[src/tick_wdog_pkg.sv]
// Constants, register map and field layout of the tick timer and watchdog unit.
// Assumes a 40 MHz system clock from which the slow clock rate is divided.
//
// Summary of operation
// - After reset the tick timer preset holds ffff.
// - Tick timer reloads preset at underflow; rate is input clock over preset plus one.
// - After reset all non-reserved control and status bits are zero.
// - Status bit 3 reads one while a watchdog count transfer is pending.
// - With freeze enable set, the freeze input stops the tick timer.
// - Watchdog reload count is write-only and holds 0f after reset.
// - Watchdog stays idle after reset until the first reload count write.
// - Each reload count write restarts the watchdog from the written value.
// - With match servicing, writing 5c reloads the watchdog from the last reload count.
// - With match servicing, writing any other service byte raises the watchdog error.
// - With match servicing, two service writes in one watchdog clock raise the error.
// - With match servicing off, service register writes are ignored.
// - Reload count sets the most watchdog clocks allowed between services.
// - Tick timer input is selectable among six rates, slow clock over 1 to 32.
// - A set lock bit hides and write-protects its target register until reset.
// - Watchdog clock is tick underflow when select is clear, prescaled clock when set.
// - Prescaler code divides slow clock by one to thirty-two; higher codes reserved.

`default_nettype none

package tick_wdog_pkg;

   // -------------------------------------------------------------------------
   // Register offsets (byte addresses on the register port)
   // -------------------------------------------------------------------------
   localparam logic [3:0] OFS_CONFIG    = 4'h0;
   localparam logic [3:0] OFS_PRESCALER = 4'h2;
   localparam logic [3:0] OFS_PRESET    = 4'h4;
   localparam logic [3:0] OFS_CSR       = 4'h6;
   localparam logic [3:0] OFS_RELOAD    = 4'h8;
   localparam logic [3:0] OFS_SERVICE   = 4'ha;

   // -------------------------------------------------------------------------
   // Reset values and fixed codes
   // -------------------------------------------------------------------------
   localparam logic [15:0] PRESET_RST      = 16'hffff;
   localparam logic [7:0]  RELOAD_RST      = 8'h0f;
   localparam logic [7:0]  SERVICE_MATCH   = 8'h5c;
   localparam logic [2:0]  DIV_CODE_MAX    = 3'h5;

   // Control and status bit positions.
   localparam int CSR_RESTART = 0;
   localparam int CSR_TC      = 1;
   localparam int CSR_INTE    = 2;
   localparam int CSR_PEND    = 3;
   localparam int CSR_FRZE    = 4;

   // Slow clock: 40 MHz system clock over 32.768 kHz, rounded to whole cycles.
   localparam int SYS_CLK_HZ  = 40000000;
   localparam int SLOW_CLK_HZ = 32768;
   localparam int SLOW_DIV    = (SYS_CLK_HZ + SLOW_CLK_HZ / 2) / SLOW_CLK_HZ;

   // Configuration byte: locks in bits 0..3, clock select bit 4, match enable bit 5.
   typedef struct packed {
      logic [1:0] rsvd;
      logic       match_service_enable;
      logic       watchdog_clock_select;
      logic       lock_reload;
      logic       lock_timer;
      logic       lock_prescaler;
      logic       lock_config;
   } timer_watchdog_config_t;

   localparam timer_watchdog_config_t CONFIG_RST = '0;

endpackage

`default_nettype wire

[src/tick_timer_watchdog.sv]
// Tick timer and watchdog unit: prescaler, 16-bit reload timer, watchdog counter.
// Assumes synchronous inputs on ref_clk and a register master that never waits.

`default_nettype none

module tick_timer_watchdog #(
   parameter int SLOW_DIV = tick_wdog_pkg::SLOW_DIV
) (
   // Clock and reset
   input  wire  logic        ref_clk,
   input  wire  logic        rst_n,
   // Register port
   input  wire  logic [3:0]  reg_addr,
   input  wire  logic [15:0] reg_wdata,
   input  wire  logic        reg_wr,
   input  wire  logic        reg_rd,
   output var   logic [15:0] reg_rdata,
   // Debug freeze request
   input  wire  logic        freeze,
   // Events
   output var   logic        tick_irq,
   output var   logic        watchdog_error,
   output var   logic        watchdog_active
);
   import tick_wdog_pkg::*;

   // ------------------------------------------------------------------------
   // Functions
   // ------------------------------------------------------------------------

   // Mask of prescaler counter bits that must all be one for a divided tick.
   function automatic logic [4:0] div_mask(input logic [2:0] code);
      logic [4:0] m;
      m = '0;
      for (int i = 0; i < 5; i++) begin
         if (i < int'(code)) begin
            m[i] = 1'b1;
         end
      end
      return m;
   endfunction

   // ------------------------------------------------------------------------
   // State
   // ------------------------------------------------------------------------
   localparam int SDW = $clog2(SLOW_DIV + 1);

   logic [SDW-1:0]         slow_cnt_r;
   logic [4:0]             pre_cnt_r;
   timer_watchdog_config_t cfg_r;
   logic [2:0]             div_code_r;
   logic [15:0]            preset_r;
   logic [15:0]            tick_cnt_r;
   logic                   restart_r;
   logic                   tc_r;
   logic                   inte_r;
   logic                   frze_r;
   logic [7:0]             reload_r;
   logic [7:0]             wd_cnt_r;
   logic [7:0]             pend_val_r;
   logic                   pend_r;
   logic                   serviced_r;
   logic                   active_r;
   logic                   error_r;
   logic                   irq_r;
   logic [15:0]            rdata_r;

   // ------------------------------------------------------------------------
   // Address decode
   // ------------------------------------------------------------------------
   wire logic wr_cfg  = reg_wr && reg_addr == OFS_CONFIG    && !cfg_r.lock_config;
   wire logic wr_pre  = reg_wr && reg_addr == OFS_PRESCALER && !cfg_r.lock_prescaler;
   wire logic wr_pset = reg_wr && reg_addr == OFS_PRESET    && !cfg_r.lock_timer;
   wire logic wr_csr  = reg_wr && reg_addr == OFS_CSR       && !cfg_r.lock_timer;
   wire logic wr_rld  = reg_wr && reg_addr == OFS_RELOAD    && !cfg_r.lock_reload;
   wire logic wr_svc  = reg_wr && reg_addr == OFS_SERVICE && cfg_r.match_service_enable;
   wire logic rd_csr  = reg_rd && reg_addr == OFS_CSR       && !cfg_r.lock_timer;

   // ------------------------------------------------------------------------
   // Clock enables
   // ------------------------------------------------------------------------

   // Slow clock enable; the divider stands in for the external 32 kHz source.
   wire logic slow_en = slow_cnt_r == SDW'(SLOW_DIV - 1);

   // Reserved codes stop the prescaled clock rather than guess a rate.
   wire logic code_ok = div_code_r <= DIV_CODE_MAX;
   wire logic [4:0] mask = div_mask(div_code_r);
   wire logic prescaled_slow_clock_en = slow_en && code_ok && ((pre_cnt_r & mask) == mask);

   wire logic frozen  = frze_r && freeze;
   wire logic run_en  = prescaled_slow_clock_en && !frozen && !restart_r;
   wire logic tick_underflow_clock   = run_en && tick_cnt_r == 16'h0000;
   wire logic zero_hit = run_en && tick_cnt_r == 16'h0001;
   wire logic wd_clk  = cfg_r.watchdog_clock_select ? prescaled_slow_clock_en : tick_underflow_clock;

   // Watchdog expiry: a running count reaches zero with no reload waiting.
   wire logic wd_expire = wd_clk && active_r && !pend_r && wd_cnt_r <= 8'h01;

   // Service write outcomes.
   wire logic svc_match = wr_svc && reg_wdata[7:0] == SERVICE_MATCH;
   wire logic svc_bad   = wr_svc && reg_wdata[7:0] != SERVICE_MATCH;
   wire logic svc_twice = svc_match && serviced_r;
   wire logic svc_ok    = svc_match && !serviced_r;

   // ------------------------------------------------------------------------
   // Slow clock divider and prescaler
   // ------------------------------------------------------------------------
   always_ff @(posedge ref_clk) begin
      if (!rst_n) begin
         slow_cnt_r <= '0;
         pre_cnt_r  <= '0;
      end else begin
         slow_cnt_r <= slow_en ? '0 : slow_cnt_r + SDW'(1);
         if (slow_en) begin
            pre_cnt_r <= pre_cnt_r + 5'h01;
         end
      end
   end

   // ------------------------------------------------------------------------
   // Configuration and prescaler registers
   // ------------------------------------------------------------------------

   // Lock bits are sticky: a write may set them but never clear them.
   always_ff @(posedge ref_clk) begin
      if (!rst_n) begin
         cfg_r      <= CONFIG_RST;
         div_code_r <= '0;
      end else begin
         if (wr_cfg) begin
            cfg_r.match_service_enable  <= reg_wdata[5];
            cfg_r.watchdog_clock_select <= reg_wdata[4];
            cfg_r.lock_reload    <= cfg_r.lock_reload    | reg_wdata[3];
            cfg_r.lock_timer     <= cfg_r.lock_timer     | reg_wdata[2];
            cfg_r.lock_prescaler <= cfg_r.lock_prescaler | reg_wdata[1];
            cfg_r.lock_config    <= cfg_r.lock_config    | reg_wdata[0];
         end
         if (wr_pre) begin
            div_code_r <= reg_wdata[2:0];
         end
      end
   end

   // ------------------------------------------------------------------------
   // Tick timer
   // ------------------------------------------------------------------------

   // Preset zero is not a legal setting; it would make the timer sit at zero.
   always_ff @(posedge ref_clk) begin
      if (!rst_n) begin
         preset_r   <= PRESET_RST;
         tick_cnt_r <= PRESET_RST;
      end else begin
         if (wr_pset) begin
            preset_r <= reg_wdata;
         end
         if (prescaled_slow_clock_en && restart_r) begin
            tick_cnt_r <= preset_r;
         end else if (tick_underflow_clock) begin
            tick_cnt_r <= preset_r;
         end else if (run_en) begin
            tick_cnt_r <= tick_cnt_r - 16'h0001;
         end
      end
   end

   // Control and status bits; the flag set by the counter wins over a read clear.
   always_ff @(posedge ref_clk) begin
      if (!rst_n) begin
         restart_r <= 1'b0;
         tc_r      <= 1'b0;
         inte_r    <= 1'b0;
         frze_r    <= 1'b0;
         irq_r     <= 1'b0;
      end else begin
         if (wr_csr && reg_wdata[CSR_RESTART]) begin
            restart_r <= 1'b1;
         end else if (prescaled_slow_clock_en) begin
            restart_r <= 1'b0;
         end
         if (wr_csr) begin
            inte_r <= reg_wdata[CSR_INTE];
            frze_r <= reg_wdata[CSR_FRZE];
         end
         if (zero_hit) begin
            tc_r <= 1'b1;
         end else if (rd_csr) begin
            tc_r <= 1'b0;
         end
         irq_r <= zero_hit && inte_r;
      end
   end

   // ------------------------------------------------------------------------
   // Watchdog
   // ------------------------------------------------------------------------

   // A written count waits for the next watchdog clock before it lands in the
   // counter, so the pending flag shows software the transfer is still open.
   always_ff @(posedge ref_clk) begin
      if (!rst_n) begin
         reload_r   <= RELOAD_RST;
         wd_cnt_r   <= RELOAD_RST;
         pend_val_r <= RELOAD_RST;
         pend_r     <= 1'b0;
         serviced_r <= 1'b0;
         active_r   <= 1'b0;
         error_r    <= 1'b0;
      end else begin
         if (wd_clk && pend_r) begin
            wd_cnt_r <= pend_val_r;
            pend_r   <= 1'b0;
         end else if (wd_clk && active_r && wd_cnt_r != 8'h00) begin
            wd_cnt_r <= wd_cnt_r - 8'h01;
         end
         if (wd_clk) begin
            serviced_r <= 1'b0;
         end
         if (wr_rld) begin
            reload_r   <= reg_wdata[7:0];
            pend_val_r <= reg_wdata[7:0];
            pend_r     <= 1'b1;
            active_r   <= 1'b1;
         end else if (svc_ok) begin
            pend_val_r <= reload_r;
            pend_r     <= 1'b1;
         end
         if (svc_match) begin
            serviced_r <= 1'b1;
         end
         // The error is sticky until reset so a reset controller cannot miss it.
         if (wd_expire || svc_bad || svc_twice) begin
            error_r <= 1'b1;
         end
      end
   end

   // ------------------------------------------------------------------------
   // Read path
   // ------------------------------------------------------------------------

   // Locked and write-only registers read as zero.
   wire logic [7:0] csr_view = {3'h0, frze_r, pend_r, inte_r, tc_r, restart_r};
   logic [15:0] rd_mux;
   always_comb begin
      rd_mux = 16'h0000;
      unique case (reg_addr)
         OFS_CONFIG:    rd_mux = cfg_r.lock_config ? 16'h0000 : {8'h00, 2'h0, cfg_r[5:0]};
         OFS_PRESCALER: rd_mux = cfg_r.lock_prescaler ? 16'h0000 : {13'h0000, div_code_r};
         OFS_PRESET:    rd_mux = cfg_r.lock_timer ? 16'h0000 : preset_r;
         OFS_CSR:       rd_mux = cfg_r.lock_timer ? 16'h0000 : {8'h00, csr_view};
         default:       rd_mux = 16'h0000;
      endcase
   end

   always_ff @(posedge ref_clk) begin
      if (!rst_n) begin
         rdata_r <= 16'h0000;
      end else begin
         rdata_r <= reg_rd ? rd_mux : 16'h0000;
      end
   end

   // ------------------------------------------------------------------------
   // Outputs
   // ------------------------------------------------------------------------
   assign reg_rdata       = rdata_r;
   assign tick_irq        = irq_r;
   assign watchdog_error  = error_r;
   assign watchdog_active = active_r;

endmodule

`default_nettype wire

[config.mk]
export PLATFORM = sky130hd
export DESIGN_NAME = tick_timer_watchdog
export DESIGN_NICKNAME = d
export VERILOG_FILES = /design/src/tick_wdog_pkg.sv /design/src/tick_timer_watchdog.sv
export SDC_FILE = /design/constraint.sdc
export NUM_CORES = 1
export LEC_CHECK = 0
export ABC_AREA = 1
export BUFFER_PORTS_ARGS = -buffer_cell sky130_fd_sc_hd__buf_4
export CORE_UTILIZATION = 30
export CTS_CLUSTER_SIZE = 16
export DETAILED_ROUTE_END_ITERATION = 12
export REMOVE_ABC_BUFFERS = 1
export SLEW_MARGIN = 20
export SYNTH_ARGS = -nofsm -noshare
export SYNTH_HDL_FRONTEND = slang
export SYNTH_SLANG_ARGS = --single-unit
[constraint.sdc]
create_clock -name ref_clk -period 1.9 [get_ports ref_clk]
set_clock_uncertainty 0.2 [all_clocks]
set_input_delay 0.285 -clock ref_clk [delete_from_list [all_inputs] [get_ports ref_clk]]
set_output_delay 0.285 -clock ref_clk [all_outputs]
set_load 0.05 [all_outputs]
; Yosys cells after proc, flatten, opt, wreduce, memory -nomap -nowiden
; Index checks and enable logic that the tools add are counted.
[classes]
muxes = 27
n_reduce_logical = 55
shift = 0
magnitude_cmp = 7
n_mul = 0
n_eq_ne = 10
div_mod_pow = 0
bitwise = 6
addsub = 4
[ops]
columns = op, n
row1 = two-way mux 16 bit, 4
row2 = one-hot mux 16 bit (4 select lines), 1
row3 = logical AND 1 bit, 33
row4 = two-way mux 8 bit, 4
row5 = "equality test 16 x 1 -> 1 bit, second input constant", 1
row6 = zero test 16 bit, 1
row7 = "subtractor 16 x 1 -> 16 bit, second input constant", 1
row8 = two-way mux 1 bit, 15
row9 = "adder 11 x 1 -> 11 bit, second input constant", 1
row10 = "equality test 11 bit, second input constant", 1
row11 = nonzero test 2 bit, 5
row12 = "equality test 4 x 3 -> 1 bit, second input constant", 2
row13 = "equality test 4 bit, second input constant", 2
row14 = "equality test 8 x 7 -> 1 bit, second input constant", 1
row15 = "<= comparator 8 x 1 -> 1 bit, second input constant", 1
row16 = zero test 1 bit, 8
row17 = "inequality test 8 x 7 -> 1 bit, second input constant", 1
row18 = nonzero test 8 bit, 1
row19 = "subtractor 8 x 1 -> 8 bit, second input constant", 1
row20 = "less-than comparator 1 x 3 -> 1 bit, first input constant", 2
row21 = "less-than comparator 2 x 3 -> 1 bit, first input constant", 2
row22 = two-way mux 6 bit, 1
row23 = nonzero test 3 bit, 2
row24 = "adder 5 x 1 -> 5 bit, second input constant", 1
row25 = 13 further kinds, 17
[word_totals]
memories = 0
mem_bits_ro = 0
inputBits = 25
output_inout_bits = 19
ramBits = 0
latch_bits = 0
word_cells = 133
ff_bits = 106

; Depth between registers and ports, before layout
[logic_depth]
word_depth = 14
depth_mapped = 14
depth_no_buf = 13

; Worst setup path after synthesis
; OpenSTA, ideal clock, no wires.
[synth_timing]
path_type = flip-flop to flip-flop
start = register tick_cnt_r[0]
end = register wd_cnt_r[0]
stages_incl_launch_ff = 15
period_less_slack_ns = 2.030
n_path_buf = 1
arrival_time_ns = 1.700
setup_ns = 0.130
required_ns = 1.570
path_slack_ns = -0.130
cell_sequence = dfxtp_1 -> inv_1 -> ha_1 -> nand2_4 -> nor2_8 -> nand3_4 -> nor2_4 -> nand4_4 -> nand2_4 -> nand2_4 -> buf_6 -> nand2_1 -> nand2_1 -> nand2_1 -> nand3_1
[synth_between]
elab_chain_len = 6
word_cells_on_any_way = 8
cone_classes = 2 x mux / 6 x reduce/logical
[synth_lines]
columns = item, line
row1 = start: declaration, tick_timer_watchdog.sv:53  ; logic [15:0] tick_cnt_r;
row2 = start signal: assignment, tick_timer_watchdog.sv:159  ; tick_cnt_r <= preset_r;
row3 = start signal: assignment, tick_timer_watchdog.sv:161  ; tick_cnt_r <= preset_r;
row4 = start signal: assignment, tick_timer_watchdog.sv:163  ; tick_cnt_r <= tick_cnt_r - 16'h0001;
row5 = zero test 16 bit *, tick_timer_watchdog.sv:93  ; wire logic tick_underflow_clock = run_en && tick_cnt_r == 16'h0000;
row6 = logical AND 1 bit *, tick_timer_watchdog.sv:93
row7 = two-way mux 1 bit *, tick_timer_watchdog.sv:95  ; wire logic wd_clk = cfg_r.watchdog_clock_select ? prescaled_slow_clock_en : tick_underflow_clock;
row8 = logical AND 1 bit (2 in a row), tick_timer_watchdog.sv:214  ; end else if (wd_clk && active_r && wd_cnt_r != 8'h00) begin
row9 = nonzero test 2 bit (no source line), --
row10 = end signal: assignment, tick_timer_watchdog.sv:212  ; wd_cnt_r <= pend_val_r;
row11 = end signal: assignment, tick_timer_watchdog.sv:215  ; wd_cnt_r <= wd_cnt_r - 8'h01;
row12 = end: declaration, tick_timer_watchdog.sv:59  ; logic [7:0] wd_cnt_r;
; Mark *: on every way between the ends. The rest lies on a longest branch, timed or not.
; A chain may end at the register's enable or synchronous reset.

; Final worst setup path
[layout_timing]
start = register slow_cnt_r[1]
end = register wd_cnt_r[6]
[layout_between]
elab_chain_len = 10
word_cells_on_any_way = 12
cone_classes = 1 x eq/ne / 2 x mux / 9 x reduce/logical
[layout_lines]
columns = item, line
row1 = start: declaration, tick_timer_watchdog.sv:48  ; logic [SDW-1:0] slow_cnt_r;
row2 = start signal: assignment, tick_timer_watchdog.sv:114  ; slow_cnt_r <= slow_en ? '0 : slow_cnt_r + SDW'(1);
row3 = equality test 11 bit *, tick_timer_watchdog.sv:84  ; wire logic slow_en = slow_cnt_r == SDW'(SLOW_DIV - 1);
row4 = logical AND 1 bit * (2 in a row), tick_timer_watchdog.sv:89  ; wire logic prescaled_slow_clock_en = slow_en && code_ok && ((pre_cnt_r & mask) == mask);
row5 = logical AND 1 bit (2 in a row), tick_timer_watchdog.sv:92  ; wire logic run_en = prescaled_slow_clock_en && !frozen && !restart_r;
row6 = logical AND 1 bit, tick_timer_watchdog.sv:93
row7 = two-way mux 1 bit *, tick_timer_watchdog.sv:95
row8 = logical AND 1 bit (2 in a row), tick_timer_watchdog.sv:214
row9 = nonzero test 2 bit (no source line), --
; Marks and branches as above.

==> flow_metrics.tcl <==
set metrics [dict create \
    fin_crit_ns 2.04 \
    reg2reg_depth 12 \
    wl_per_cell_um 13.2 \
    synth_edf_count 0 \
    drt-initial-drc-count 170 \
    multi_input_comb_area_mm2 0.00261 \
    final_common_cell "buf_4" \
    synthCells 638 \
    die-width_um 130 \
    cts_tree "built" \
    async_flop_share_pct 0 \
    pwr-share-clk_pct 45.5 \
    place_congestion 0.848 \
    setup_ws_ns -0.140 \
    min_to "preset_r[7]" \
    gr-total-overflow 0 \
    crit_path_max_fanout 5 \
    routed_wl_um 13100 \
    p_sw_mw 1.01 \
    path_clk_slew_ns 0.07 \
    root_buffer "clkbuf_16" \
    p_seq_share_pct 48.8 \
    die_area_mm2 0.0169 \
    grt_use_total_pct 16.1 \
    synth_seq_area_share_pct 43.1 \
    hold_depth 3 \
    ant_nets 0 \
    place_ws_ns -0.250 \
    die_h_um 130 \
    num_rows 46 \
    holdWs_ns 0.0183 \
    critPathMaxStageDelay_ns 0.33 \
    drc 0 \
    comb_power_share_pct 5.7 \
    routed_via_density 4.61 \
    crit_path_end_kind "flop" \
    cts_buffers 9 \
    clk_path_buf_depth 2 \
    path_class "flop to flop" \
    finalHoldViolations 0 \
    fill_cells 1646 \
    synth_flop_cell "dfxtp_1" \
    layout_common_cells "114 x buf_4, 100 x dfxtp_1, 79 x nand2_1" \
    rsz0062_at_grt "yes" \
    start_util_pct 30.9 \
    yosysWarnings 0 \
    worst_ep_arrival_time_ns 2.07 \
    core_area_mm2 0.0159 \
    p_leak_nw 3.04 \
    critPathSlowestCell "dfxtp_2" \
    finalSetupViolCount 19 \
    worstReg2RegStart "slow_cnt_r[1]" \
    first_pass_iters 4 \
    grt_first_pass_wirelength_um 21100 \
    start_kind "flop" \
    ys_ff_latch 106 \
    worstMarginPinSlew_ns 0.467 \
    clock_sinks 106 \
    p_int_mw 3.63 \
    max_freq_mhz 490 \
    crit_required_ns 1.93 \
    slew_violations 0 \
    drive_above_1_share_pct 27.7 \
    outcome "finished with violations" \
    power_density_mw_per_mm2 685 \
    port_buffers 43 \
    r2r_setup_slack_ns -0.14 \
    vdd_drop_max_v 0.000682 \
    dp_hpwl_um 9150 \
    fin_crit_sh_pct 107 \
    reg2reg_to "wd_cnt_r[6]" \
    n_antenna_cell 0 \
    via_count 4561 \
    min_path_type "input port to flop" \
    htree_levels 3 \
    clk_latency_ns 0.36 \
    seq_area_mm2 0.00213 \
    pin_count 44 \
    avgSynthCellArea_um2 7.71 \
    grt_max_degree 33 \
    violations "negative setup slack" \
    switching_share_pct 21.8 \
    area_growth_pct 37.9 \
    cap_violations 0 \
    netlist_area_mm2 0.00492 \
    antenna_found_initial 0 \
    grt_pass1_vias 4357 \
    final_nets 801 \
    slew_headroom_pct 68.8 \
    synth.distinct_cells 45 \
    hp-start "reg_wdata[7]" \
    path_cells "inv_2 -> ha_4 -> nand4_1 -> nor2_4 -> nand2_4 -> nor2_8 -> nand4_4 -> nand2_8 -> nand3_4 -> buf_12 -> nand3_2 -> a21oi_1" \
]
-- registers in the layout, summed over array words and instances (netlist names) --
name and cells:
preset_r 16, reg_rdata 16, tick_cnt_r 16, slow_cnt_r 11, pend_val_r 8, reload_r 8
wd_cnt_r 8, cfg_r 6, pre_cnt_r 5, div_code_r 3, frze_r 1, inte_r 1
pend_r 1, restart_r 1, serviced_r 1, tc_r 1, tick_irq 1, watchdog_active 1
watchdog_error 1
-- routing by layer --
metal	vias to the layer above	global-route usage (%)	share of wire, %
met2	58	28.3	50
met3	12	3.53	3.2
li1	2370	-	-
met5	-	0	0
met4	0	5.13	1.2
met1	2121	19.5	45
-- how the worst max path moves through the flow --
| stage | startpoint | to |
|---|---|---|
| 6_report | slow_cnt_r[1] | wd_cnt_r[6] |
| 5_1_grt | slow_cnt_r[1] | wd_cnt_r[5] |
| 4_1_cts | slow_cnt_r[0] | wd_cnt_r[4] |
| 3_5_place_dp | tick_cnt_r[4] | wd_cnt_r[4] |
| 3_3_place_gp | tick_cnt_r[5] | wd_cnt_r[2] |
| 2_1_floorplan | reg_addr[0] | preset_r[0] |
-- synth_stat cells, types with 8 or more instances --
library cell    n  area share (%)
dfxtp_1       106              43
nand2_1        87             6.6
inv_1          75             5.7
nor2_1         73             5.6
a21oi_1        68             6.9
o21ai_0        51             5.2
nand3_1        32             3.3
xor2_1         17             3.0
nand4_1        15             1.9
clkbuf_1       13            0.99
o211ai_1       11             1.7
nor3_1          9            0.92
ha_1            8             2.0
-- logic make-up after synthesis --
logic type      Yosys count  share of synthesized area [%]
compound gates          153                           17.2
simple gates            244                           24.4
xor+xnor                 23                           4.09
mux                       5                           1.02
fa+ha+maj                 8                           2.03
flops                   106                           43.1
buf+inv                  99                           8.11
-- stage by stage --
stage	cell area (um2)	cells	power (mW)	TNS, ns	util, %
CTS	6590	986	4.68	-1.23	41.4
global route	6780	989	4.81	-4.97	42.6
finish	6780	989	4.64	-1.42	42.6
global placement	5990	953	2.55	-2.16	37.6
detailed placement	5990	953	2.55	-2.44	37.6
floorplan	4820	619	2.42	-4.26	-
-- repair_timing --
item / in CTS / in global routing
hold buffers: 12 / 0
endpoints found under the hold margin: 14 / 0
setup buffers: 5 / 2
gates resized for setup: 20 / 43
setup endpoints to repair: 25 / 32
gates cloned: 0 / 1
pin swaps: 13 / 22
-- critical path, delay by kind of cell, from the launching register on --
kind	cells	cell delay, ns
simple gates	8	1.00
flops	1	0.33
buf+inv	2	0.22
fa+ha+maj	1	0.11
compound gates	1	0.06
-- area by class of cell --
cell class	instances	area share (%)
Clock inverter	3	1.01
Sequential cell	106	31.4
Multi-Input combinational cell	434	38.5
Tap cell	216	3.98
Timing Repair Buffer	137	16.6
Clock buffer	13	3.98
Inverter	80	4.52
-- power by group through the flow --
| stage | combinational, mW | sequential, mW | clock (mW) |
|---|---|---|---|
| after floorplan | 0.0910 | 2.33 | 0 |
| after global placement | 0.239 | 2.31 | 0 |
| after detailed placement | 0.239 | 2.31 | 0 |
| after CTS | 0.261 | 2.26 | 2.16 |
| after global routing | 0.295 | 2.27 | 2.24 |
| final | 0.267 | 2.26 | 2.11 |
(Power assumes the default switching activity.)
